`config.mk`:
```
export PLATFORM = sky130hd
export DESIGN_NAME = ftfc_host
export DESIGN_NICKNAME = d
export VERILOG_FILES = /design/src/shared/ftfc_pkg.sv /design/src/core/ftfc_buf.sv /design/src/core/ftfc_host.sv
export VERILOG_INCLUDE_DIRS = /design/src /design/src/shared
export SDC_FILE = /design/constraint.sdc
export NUM_CORES = 1
export LEC_CHECK = 0
export BUFFER_PORTS_ARGS = -buffer_cell sky130_fd_sc_hd__buf_2
export CAP_MARGIN = 20
export CORE_UTILIZATION = 45
export DETAILED_ROUTE_END_ITERATION = 6
export GPL_TIMING_DRIVEN = 0
export PLACE_DENSITY = 0.61
export SETUP_SLACK_MARGIN = 0.2
export SLEW_MARGIN = 5
export SYNTH_ARGS = -nofsm -noshare
export SYNTH_HDL_FRONTEND = slang
export SYNTH_HIERARCHICAL = 1
export SYNTH_SLANG_ARGS = --single-unit
```
`constraint.sdc`:
```
create_clock -name core_clk -period 5.6 [get_ports core_clk]
set_input_delay 1.68 -clock core_clk [delete_from_list [all_inputs] [get_ports core_clk]]
set_output_delay 1.68 -clock core_clk [all_outputs]
set_load 0.01 [all_outputs]
```
`src/shared/ftfc_defs.svh`:
```
`ifndef FTFC_DEFS_SVH
`define FTFC_DEFS_SVH

`define FTFC_DEPTH          64
`define FTFC_WIDTH          5
`define FTFC_CLK_NS         20
`define FTFC_TPT_NS         650
`define FTFC_TPT_CYC        ((`FTFC_TPT_NS + `FTFC_CLK_NS - 1) / `FTFC_CLK_NS)
`define FTFC_STROBE_NS      29
`define FTFC_STROBE_CYC     ((`FTFC_STROBE_NS + `FTFC_CLK_NS - 1) / `FTFC_CLK_NS)
`define FTFC_BUS_NS         100
`define FTFC_BUS_CYC        ((`FTFC_BUS_NS + `FTFC_CLK_NS - 1) / `FTFC_CLK_NS)
`define FTFC_MRW_NS         30
`define FTFC_MRW_CYC        ((`FTFC_MRW_NS + `FTFC_CLK_NS - 1) / `FTFC_CLK_NS)
`define FTFC_MRS_NS         35
`define FTFC_MRS_CYC        ((`FTFC_MRS_NS + `FTFC_CLK_NS - 1) / `FTFC_CLK_NS)
`define FTFC_BUF_DEPTH      8

`endif

```
`src/shared/ftfc_pkg.sv`:
```
package ftfc_pkg;

   typedef enum logic [1:0]
   {
      FTFC_WR_RESET,
      FTFC_WR_IDLE,
      FTFC_WR_HIGH,
      FTFC_WR_LOW
   } ftfc_wr_state_t;

   typedef enum logic [1:0]
   {
      FTFC_RD_IDLE,
      FTFC_RD_HIGH,
      FTFC_RD_LOW
   } ftfc_rd_state_t;

   // strobe pins toward the buffer chips
   typedef struct packed
   {
      logic master_reset_n;
      logic shift_in;
      logic shift_out;
   } ftfc_strobe_t;

   // composite status as seen by the host
   typedef struct packed
   {
      logic full;
      logic empty;
   } ftfc_status_t;

endpackage : ftfc_pkg
```
`src/core/ftfc_buf.sv`:
```
`timescale 1ns/1ps
module ftfc_buf
#(
   parameter int WIDTH = 5,
   parameter int DEPTH = 8
)
(
   input  wire logic             core_clk,
   input  wire logic             reset,
   input  wire logic [WIDTH-1:0] in_data,
   input  wire logic             in_valid,
   output logic                  in_ready,
   output logic      [WIDTH-1:0] out_data,
   output logic                  out_valid,
   input  wire logic             out_ready
);
   localparam int AW = (DEPTH > 1) ? $clog2(DEPTH) : 1;

   if (DEPTH < 2 || (DEPTH & (DEPTH - 1)) != 0)
   begin : g_bad_depth
      $error("ftfc_buf depth must be a power of two");
   end

   logic [WIDTH-1:0] mem_reg [DEPTH];
   logic [AW-1:0]    wr_ptr_reg;
   logic [AW-1:0]    rd_ptr_reg;
   logic [AW:0]      count_reg;
   logic [AW:0]      count_next;
   logic             in_ready_reg;
   logic             push;
   logic             pop;

   // ready registered so the host's write ready leaves a flip-flop
   assign in_ready  = in_ready_reg;
   assign out_valid = (count_reg != '0);
   assign out_data  = mem_reg[rd_ptr_reg];
   assign push      = in_valid && in_ready;
   assign pop       = out_valid && out_ready;

   always_ff @(posedge core_clk)
   begin
      if (push)
         mem_reg[wr_ptr_reg] <= in_data;
   end

   always_comb
   begin
      count_next = count_reg;
      if (push && !pop)
         count_next = count_reg + 1'b1;
      else if (pop && !push)
         count_next = count_reg - 1'b1;
   end

   always_ff @(posedge core_clk)
   begin
      if (reset)
      begin
         wr_ptr_reg   <= '0;
         rd_ptr_reg   <= '0;
         count_reg    <= '0;
         in_ready_reg <= 1'b1;
      end
      else
      begin
         if (push)
            wr_ptr_reg <= wr_ptr_reg + 1'b1;
         if (pop)
            rd_ptr_reg <= rd_ptr_reg + 1'b1;
         count_reg    <= count_next;
         in_ready_reg <= (count_next != (AW+1)'(DEPTH));
      end
   end
endmodule : ftfc_buf

```
`src/core/ftfc_host.sv`:
```
// Behaviour
// - widen only side by side, no depth
// - composite ready is AND of all flags
// - pulse master reset low before use
// - ready low one fall-through means full/empty
// - strobe rates stay within rated maximum
// - slower reads when outputs share bus
`timescale 1ns/1ps
`include "ftfc_defs.svh"
module ftfc_host
#(
   parameter int WIDTH    = `FTFC_WIDTH,
   parameter int LANES    = 1,
   parameter int BUF_DEP  = `FTFC_BUF_DEPTH,
   parameter bit SHARED_BUS = 1'b0
)
(
   input  wire logic                   core_clk,
   input  wire logic                   reset,
   input  wire logic                   flush,
   input  wire logic [WIDTH*LANES-1:0] wr_data,
   input  wire logic                   wr_valid,
   output logic                        wr_ready,
   output logic      [WIDTH*LANES-1:0] rd_data,
   output logic                        rd_valid,
   input  wire logic                   rd_ready,
   output ftfc_pkg::ftfc_status_t      status,
   output ftfc_pkg::ftfc_strobe_t      strobe,
   output logic      [WIDTH*LANES-1:0] fifo_din,
   input  wire logic [LANES-1:0]       input_ready,
   input  wire logic [LANES-1:0]       output_ready,
   input  wire logic [WIDTH*LANES-1:0] fifo_dout
);
   localparam int W  = WIDTH * LANES;
   localparam int TW = 10;
   localparam logic [TW-1:0] TPT_CYC = TW'(`FTFC_TPT_CYC);
   localparam logic [TW-1:0] STB_CYC = TW'(`FTFC_STROBE_CYC);
   localparam logic [TW-1:0] BUS_CYC = TW'(`FTFC_BUS_CYC);
   localparam logic [TW-1:0] MRW_CYC = TW'(`FTFC_MRW_CYC);
   localparam logic [TW-1:0] MRS_CYC = TW'(`FTFC_MRS_CYC);
   localparam logic [TW-1:0] RD_CYC  = SHARED_BUS ? BUS_CYC : STB_CYC;

   if (WIDTH != 4 && WIDTH != 5)
   begin : g_bad_width
      $error("ftfc_host width must be 4 or 5");
   end
   if (LANES < 1)
   begin : g_bad_lanes
      $error("ftfc_host needs at least one lane");
   end

   // composite flags, since lanes fall through at different speeds
   logic ir_all;
   logic or_all;
   assign ir_all = &input_ready;
   assign or_all = &output_ready;

   // write side buffer so a stalled chip backs up into the source
   logic [W-1:0] bw_data;
   logic         bw_valid;
   logic         bw_take;

   ftfc_buf #(.WIDTH(W), .DEPTH(BUF_DEP)) u_wbuf
   (
      .core_clk  (core_clk),
      .reset     (reset),
      .in_data   (wr_data),
      .in_valid  (wr_valid),
      .in_ready  (wr_ready),
      .out_data  (bw_data),
      .out_valid (bw_valid),
      .out_ready (bw_take)
   );

   // master reset sequencing
   ftfc_pkg::ftfc_wr_state_t wst_reg;
   logic [TW-1:0] wcnt_reg;
   logic          mr_n_reg;
   logic          si_reg;
   logic [W-1:0]  din_reg;
   logic          so_reg;
   logic          flush_take;

   // flush waits for shift-out low so no read pulse is cut short
   assign flush_take = (wst_reg == ftfc_pkg::FTFC_WR_IDLE) && flush && !so_reg;
   assign bw_take = (wst_reg == ftfc_pkg::FTFC_WR_IDLE) && bw_valid && ir_all && !flush;

   always_ff @(posedge core_clk)
   begin
      if (reset)
      begin
         wst_reg  <= ftfc_pkg::FTFC_WR_RESET;
         wcnt_reg <= '0;
         mr_n_reg <= 1'b0;
         si_reg   <= 1'b0;
         din_reg  <= '0;
      end
      else
      begin
         case (wst_reg)
            ftfc_pkg::FTFC_WR_RESET:
            begin
               // low pulse, then recovery before the first shift-in
               wcnt_reg <= wcnt_reg + 1'b1;
               if (wcnt_reg == MRW_CYC - 1'b1)
                  mr_n_reg <= 1'b1;
               if (wcnt_reg == MRW_CYC + MRS_CYC - 1'b1)
               begin
                  wst_reg  <= ftfc_pkg::FTFC_WR_IDLE;
                  wcnt_reg <= '0;
               end
            end
            ftfc_pkg::FTFC_WR_IDLE:
            begin
               if (flush_take)
               begin
                  wst_reg  <= ftfc_pkg::FTFC_WR_RESET;
                  mr_n_reg <= 1'b0;
                  wcnt_reg <= '0;
               end
               else if (bw_take)
               begin
                  din_reg  <= bw_data;
                  si_reg   <= 1'b1;
                  wst_reg  <= ftfc_pkg::FTFC_WR_HIGH;
                  wcnt_reg <= '0;
               end
            end
            ftfc_pkg::FTFC_WR_HIGH:
            begin
               wcnt_reg <= wcnt_reg + 1'b1;
               if (wcnt_reg == STB_CYC - 1'b1)
               begin
                  si_reg   <= 1'b0;
                  wst_reg  <= ftfc_pkg::FTFC_WR_LOW;
                  wcnt_reg <= '0;
               end
            end
            ftfc_pkg::FTFC_WR_LOW:
            begin
               wcnt_reg <= wcnt_reg + 1'b1;
               if (wcnt_reg == STB_CYC - 1'b1)
               begin
                  wst_reg  <= ftfc_pkg::FTFC_WR_IDLE;
                  wcnt_reg <= '0;
               end
            end
            default:
               wst_reg <= ftfc_pkg::FTFC_WR_RESET;
         endcase
      end
   end

   // read side: sample word on the edge that raises shift-out, word holds till it falls
   ftfc_pkg::ftfc_rd_state_t rst_reg;
   logic [TW-1:0] rcnt_reg;
   logic [W-1:0]  rdat_reg;
   logic          rval_reg;

   // cleared on the flush edge so shift-out is low while master reset is
   always_ff @(posedge core_clk)
   begin
      if (reset || !mr_n_reg || flush_take)
      begin
         rst_reg  <= ftfc_pkg::FTFC_RD_IDLE;
         rcnt_reg <= '0;
         so_reg   <= 1'b0;
         rdat_reg <= '0;
         rval_reg <= 1'b0;
      end
      else
      begin
         if (rval_reg && rd_ready)
            rval_reg <= 1'b0;
         case (rst_reg)
            ftfc_pkg::FTFC_RD_IDLE:
            begin
               if (or_all && (!rval_reg || rd_ready))
               begin
                  rdat_reg <= fifo_dout;
                  rval_reg <= 1'b1;
                  so_reg   <= 1'b1;
                  rst_reg  <= ftfc_pkg::FTFC_RD_HIGH;
                  rcnt_reg <= '0;
               end
            end
            ftfc_pkg::FTFC_RD_HIGH:
            begin
               rcnt_reg <= rcnt_reg + 1'b1;
               if (rcnt_reg == RD_CYC - 1'b1)
               begin
                  so_reg   <= 1'b0;
                  rst_reg  <= ftfc_pkg::FTFC_RD_LOW;
                  rcnt_reg <= '0;
               end
            end
            ftfc_pkg::FTFC_RD_LOW:
            begin
               rcnt_reg <= rcnt_reg + 1'b1;
               if (rcnt_reg == RD_CYC - 1'b1)
                  rst_reg <= ftfc_pkg::FTFC_RD_IDLE;
            end
            default:
               rst_reg <= ftfc_pkg::FTFC_RD_IDLE;
         endcase
      end
   end

   // full / empty once a flag stays low a fall-through time
   logic [TW-1:0] irlow_reg;
   logic [TW-1:0] orlow_reg;
   logic          full_reg;
   logic          empty_reg;

   always_ff @(posedge core_clk)
   begin
      if (reset || !mr_n_reg)
      begin
         irlow_reg <= '0;
         full_reg  <= 1'b0;
      end
      else if (ir_all || si_reg)
      begin
         irlow_reg <= '0;
         full_reg  <= 1'b0;
      end
      else if (irlow_reg != TPT_CYC)
         irlow_reg <= irlow_reg + 1'b1;
      else
         full_reg <= 1'b1;
   end

   always_ff @(posedge core_clk)
   begin
      if (reset || !mr_n_reg)
      begin
         orlow_reg <= '0;
         empty_reg <= 1'b1;
      end
      else if (or_all || so_reg)
      begin
         orlow_reg <= '0;
         empty_reg <= 1'b0;
      end
      else if (orlow_reg != TPT_CYC)
         orlow_reg <= orlow_reg + 1'b1;
      else
         empty_reg <= 1'b1;
   end

   // single-lane strobes drive every chip together
   assign strobe.master_reset_n = mr_n_reg;
   assign strobe.shift_in       = si_reg;
   assign strobe.shift_out      = so_reg;
   assign fifo_din              = din_reg;
   assign rd_data               = rdat_reg;
   assign rd_valid              = rval_reg;
   assign status.full           = full_reg;
   assign status.empty          = empty_reg;
endmodule : ftfc_host

```
[Word-level counts from Yosys, hierarchy flattened]
Memory sizes are Yosys's and may differ from the RTL's. A register that Yosys moved wholly into a read port is not among the register bits.
Index checks and enable logic that the tools add are counted.
Storage, ports and cells
  register bits: 66
  latch bits: 0
  bits in writable memories: 40
  memory bits (read-only): 0
  input bits: 17
  memories kept: 1
Memories
  u_wbuf.mem_reg: depth 8, bits a word 5, rd ports 1, clocked after memory_dff 1, wr ports 1, RTL line ftfc_buf.sv:24  | logic [WIDTH-1:0] mem_reg [DEPTH];
Cells by class
  add/subtract/negate cells: 8
  multipliers: 0
  divide/modulo/power cells: 0
  $lt $le $gt $ge: 0
  equal/unequal tests: 23
  shifts and indexed selects: 0
  muxes and demuxes: 37
  bitwise logic cells: 1
  reduce and logical (&&, ||, !) cells: 40
Operators with widths (count)
  10-bit 2-to-1 mux: 6
  10-bit one-hot mux with 3 select lines: 2
  10-bit by 1-bit adder with 10-bit output (second input constant): 4
  10-bit by 1-bit equality test with 1-bit output (second input constant): 2
  10-bit by 6-bit inequality test with 1-bit output (second input constant): 2
  2-bit inequality test (second input constant): 10
  2-bit 2-to-1 mux: 8
  1-bit 2-to-1 mux: 14
  3-bit AND reduction: 4
  1-bit logical AND: 11
  10-bit by 2-bit equality test with 1-bit output (second input constant): 1
  4-bit 2-to-1 mux: 2
  2-bit one-hot mux with 4 select lines: 1
  4-bit AND reduction: 2
  3-bit by 1-bit adder with 3-bit output (second input constant): 2
  2-bit equality test (second input constant): 3
  1-bit zero test: 6
  1-bit one-hot mux with 2 select lines: 3
  2-bit one-hot mux with 3 select lines: 1
  2-bit nonzero test: 3
  2-bit OR reduction: 3
  1-bit logical OR: 5
  4-bit by 1-bit adder with 4-bit output (second input constant): 1
  2-bit by 1-bit equality test with 1-bit output (second input constant): 2
  other kinds (9): 11

[Longest topological paths before layout]
  depth after elaboration: 9
  gate-level depth with buffers: 13
  mapped depth without buffers: 11

[Cells and area by module]
The synthesis kept the hierarchy.
By module, submodules not included
  ftfc_host: instances 1, cells an instance 363, area an instance 3045.4 sq um, seq. area each 1201.2 sq um
  ftfc_buf: instances 1, cells an instance 146, area an instance 2232.1 sq um, seq. area each 1481.4 sq um

[Worst setup path before layout]
OpenSTA, ideal clock, no wires.
  path type: input to register
  start: input input_ready
  end: register u_wbuf.in_ready_reg, in the netlist u_wbuf/in_ready
  data arrival time: 3.036 ns
  setup slack: 2.502 ns
  stages on the path: 8
  cell sequence: and3b_1 > nand2_1 > inv_1 > buf_4 > nor3b_1 > a31oi_1 > mux2_2 > nand3_1
On the way
  cells in the longest elaborated chain, start to end: 7
  elaborated cells between the ends (all ways): 9
  those cells by class: eq/ne: 1; mux: 2; reduce/logical: 6
Ends and longest elaborated chain
  start, declared: RTL line ftfc_host.sv:30  | input wire logic [LANES-1:0] input_ready,
  1-bit logical AND * (2 in a row): RTL line ftfc_host.sv:86  | assign bw_take = (wst_reg == ftfc_pkg::FTFC_WR_IDLE) && bw_valid && ir_all && !flush;
  net bw_take: RTL line ftfc_host.sv:61  | logic bw_take;
  1-bit logical AND *: RTL line ftfc_buf.sv:38  | assign pop = out_valid && out_ready;
  1-bit logical AND or 1-bit zero test (tied branches): RTL line ftfc_buf.sv:51, ftfc_buf.sv:49
  4-bit 2-to-1 mux or 1-bit logical AND (tied branches): RTL line ftfc_buf.sv:51, ftfc_buf.sv:49
  4-bit 2-to-1 mux *: RTL line ftfc_buf.sv:49  | if (push && !pop)
  4-bit inequality test *: RTL line ftfc_buf.sv:71  | in_ready_reg <= (count_next != (AW+1)'(DEPTH));
  end signal, assigned: RTL line ftfc_buf.sv:71
  end, declared: RTL line ftfc_buf.sv:29  | logic in_ready_reg;
Mark *: on every way through the listed nets, which the timed path passes. The rest lies on a longest branch.
A chain may end at the register's enable or synchronous reset.

[Worst setup path in the final report]
Same ends and word-level chain as after synthesis.

==> tab_implementation.tex <==
\begin{tabular}{lr}
\hline
Metric & Value \\
\hline
\multicolumn{2}{l}{\textbf{Final layout}} \\
Proportion of layout cells with a drive suffix above 1 & 18.61\% \\
Multi-input combinational cell area & 2411 sq um \\
Area Overhead vs Synth & 17.38\% \\
Seq. cell area & 2683 sq um \\
Total number of nets in the final design & 599 \\
Max FFs per register & 40 \\
Most common cell after layout, fill and taps aside & dfxtp\_1 \\
Most frequent cells in the layout & dfxtp\_1, nor2\_1, nand2\_1 \\
Post-layout instance count excluding filler cells & 718 \\
Total of fill cells in the finished design & 1004 \\
Ant diodes & 0 \\
\multicolumn{2}{l}{\textbf{Worst setup path}} \\
Setup crit start kind & primary input \\
Worst reg2reg endpoint & u\_wbuf/in\_ready\$\_SDFF\_PP1\_ \\
Crit path kind & primary input to register \\
Reg-to-reg critical path startpoint & u\_wbuf/count\_reg[0]\$\_SDFF\_PP0\_ \\
Max incr delay on CP & 370 ps \\
Instance count on the critical path & 9 \\
Largest delay share family, worst path & simple AND/OR/NAND/NOR gates \\
Worst Path Buf+Inv & 3 \\
Maximum fanout count along the critical path & 10 \\
Arrival time worst endpoint & 3380 ps \\
Required @ worst endpoint & 5960 ps \\
Launch point of the critical path & input\_ready \\
Slack of the worst reg-to-reg path & 2750 ps \\
Type of destination of the critical path & register \\
Reg2Reg Depth & 12 \\
Cell at the slowest stage of the critical path & mux2\_2 \\
Endpoint of the most critical setup path & u\_wbuf/in\_ready\$\_SDFF\_PP1\_ \\
Cell-by-cell trace of the critical path & buf\_2 -> and3b\_1 -> nand2\_1 -> inv\_1 -> buf\_4 -> nor3b\_1 -> a31oi\_1 -> mux2\_2 -> nand3\_1 \\
\multicolumn{2}{l}{\textbf{Placed design}} \\
DPL Wire Length & 6.772 mm \\
\# port buffers & 33 \\
Final GP Congestion & 0.7648 \\
Post-placement setup slack & 2141 ps \\
Placed Instances & 685 \\
\multicolumn{2}{l}{\textbf{STA}} \\
F\_max & 330.6 MHz \\
Slew at the pin closest to its max-slew limit & 843.2 ps \\
Normalized max-slew margin & 43.30\% \\
Post-Route Skew & 8.632 ps \\
Final TNS setup & 0 ps \\
Final cycle utilization of the critical path & 54.02\% \\
Final hold violation count & 0 \\
RSZ-0062 raised after global routing & false \\
Post-layout worst setup margin & 2575 ps \\
Final number of max-transition violations & 0 \\
Shortest clock period the worst path allows after layout & 3025 ps \\
Final setup violation count & 0 \\
\multicolumn{2}{l}{\textbf{Floorplanning}} \\
Initial core utilization & 46.22\% \\
Ports & 34 \\
Die height & 110.3 microns \\
Placeable Area & 11420 sq um \\
Cell Rows & 39 \\
Die outline area & 12170 sq um \\
X dimension of the die & 110.3 microns \\
\multicolumn{2}{l}{\textbf{Drt}} \\
Detailed-route via count & 3739 \\
Via count normalized by instance count & 5.208 \\
Detailed Routing Iterations Pass 1 & 4 \\
Total wire length after detailed routing & 9.717 mm \\
Final routed DRC violation total & 0 \\
Violation count after the first detailed-route iteration & 133 \\
Wire per inst & 13.53 microns \\
Number of nets still failing antenna checks after routing & 0 \\
\multicolumn{2}{l}{\textbf{Clock tree}} \\
Latest clock arrival within the worst-skew pair & 420 ps \\
Number of buffers added for setup after CTS & 0 \\
Post-cts hold buffer count & 0 \\
Clk sink count & 114 \\
Clk slew on worst S/H paths & 60 ps \\
Post\_cts resized & 0 \\
Clock tree from TritonCTS & built \\
Cell at the root of the clock tree & clkbuf\_16 \\
Number of clock buffers inserted by TritonCTS & 17 \\
Largest buffer count on any clock path & 2 \\
Count of H-tree levels built during CTS & 4 \\
\multicolumn{2}{l}{\textbf{Logic synthesis}} \\
EDFF count, synth & 40 \\
Register bit total from synthesis & 114 \\
Sequential fraction of the synthesis area & 50.83\% \\
Gate count after technology mapping & 509 \\
Adder and majority gate portion of the synthesized area & 4.742\% \\
Mapped Area & 5278 sq um \\
Combinational family with the most area after synthesis & simple AND/OR/NAND/NOR gates \\
Share of the synthesized netlist area taken by xor and xnor gates & 4.481\% \\
Complex-gate fraction of the synthesized area & 9.104\% \\
Post-synth top area cell & dfxtp\_1 \\
Number of warning messages in the yosys log & 6 \\
Biggest area contributors in the synthesized netlist & dfxtp\_1, edfxtp\_1, ha\_1 \\
Area share of the largest cell type after synthesis & 28.07\% \\
Count of unique library cells instantiated by Yosys & 61 \\
Post-synth net total & 546 \\
Dominant register cell in the synthesized netlist & dfxtp\_1 \\
Syn Area/Cell & 10.37 sq um \\
Synth Area in Simple Gates & 21.03\% \\
Share of async-settable or async-resettable flops after synthesis & 0\% \\
Fraction of synthesized area in multiplexers & 6.330\% \\
\multicolumn{2}{l}{\textbf{Pwr}} \\
Worst VDD drop & 303.8 uV \\
P\_int & 0.001670 W \\
Clock network fraction of total power & 44.4\% \\
Pwr dens & 373.9 nW/um\^{}2 \\
Fraction of power spent switching nets & 27.91\% \\
Combinational Power Share & 15.2\% \\
Portion of total power attributed to sequential cells & 40.3\% \\
Net switching component of the power & 0.0006464 W \\
Reported leakage power & 2.240 nW \\
\multicolumn{2}{l}{\textbf{GRT}} \\
Gr usage total & 18.03\% \\
GR Overflow Total & 0 \\
Via count of the first global-routing pass & 3561 \\
Number of antenna violations at the first check in global routing & 0 \\
Global-route wire length before repair & 16.33 mm \\
Pin count of the biggest net entering global routing & 17 \\
\multicolumn{2}{l}{\textbf{Run}} \\
MaxCap Viol Count & 0 \\
\multicolumn{2}{l}{\textbf{Outcome}} \\
Result of the run & completed \\
\multicolumn{2}{l}{\textbf{Hold path}} \\
HP Class & register to register \\
\hline
\end{tabular}
==> power by group through the flow <==
stage / clock network [W] / logic, W / registers (W)
final: 0.00103 / 0.000353 / 0.000934
after global routing: 0.00110 / 0.000398 / 0.000940
after CTS: 0.00105 / 0.000356 / 0.000934
after floorplan: 0 / 0.000272 / 0.000943
after global placement: 0 / 0.000351 / 0.000949
after detailed placement: 0 / 0.000354 / 0.000952
==> through the flow <==
stage	power (W)	util, %	hold slack [ps]	instance area [sq um]
after global placement	0.001300	49.23	432.9	5622
after floorplan	0.001215	-	425.9	5278
after CTS	0.002343	54.21	454.9	6190
after global routing	0.002435	54.25	471.9	6195
final	0.002316	54.25	453.3	6195
after detailed placement	0.001305	49.23	445.9	5622
==> cells by family after synthesis <==
| group | after synthesis |
|---|---|
| fa+ha+maj | 20 |
| xor+xnor | 27 |
| flops | 114 |
| mux | 20 |
| buf+inv | 40 |
| simple gates | 219 |
| compound gates | 69 |
==> cells in the mapped netlist, types with 11 or more instances <==
cell type and instances:
edfxtp_1 40, nand2_1 56, dfxtp_1 74, nand3_1 30
ha_1 20, xor2_1 18, nor2_1 59, nand4_1 11
nor3_1 11, a21oi_1 25, inv_1 21
==> worst register-to-register path, stage by stage (launching register included) <==
cell     delay (ps)
dfxtp_1         340
inv_1           130
ha_1            220
or3b_1          370
buf_6           140
and3b_1         200
nand2_1         210
inv_1           160
buf_4           210
nor3b_1         140
a31oi_1         200
mux2_2          370
nand3_1          90
==> routing by layer <==
metal | vias up | track usage, % | share of wire [%]
met5 | - | 0 | 0
met4 | 0 | 8.365 | 2.1
met3 | 19 | 6.526 | 3.8
met2 | 44 | 27.82 | 46
met1 | 1751 | 22.48 | 48
li1 | 1925 | - | -
==> how the worst min path moves through the flow <==
stage,cells past startpoint,end,slack [ps],from
6_report,2,full_reg$_SDFFE_PP0N_,450,full_reg$_SDFFE_PP0N_
5_1_grt,2,rd_data[4]$_SDFFE_PP0P_,470,rd_data[4]$_SDFFE_PP0P_
4_1_cts,2,full_reg$_SDFFE_PP0N_,450,full_reg$_SDFFE_PP0N_
3_5_place_dp,2,full_reg$_SDFFE_PP0N_,450,full_reg$_SDFFE_PP0N_
3_3_place_gp,2,full_reg$_SDFFE_PP0N_,430,full_reg$_SDFFE_PP0N_
2_1_floorplan,2,full_reg$_SDFFE_PP0N_,430,full_reg$_SDFFE_PP0N_
==> final cells by class <==
class	instances	area share, %
sequential	114	43.30
timing repair buffer	34	2.747
clock inverter	14	2.080
tap	143	2.888
buffer	19	1.697
multi-input combinational	355	38.92
clock buffer	18	7.089
inverter	21	1.272
(Power assumes the default switching activity.)
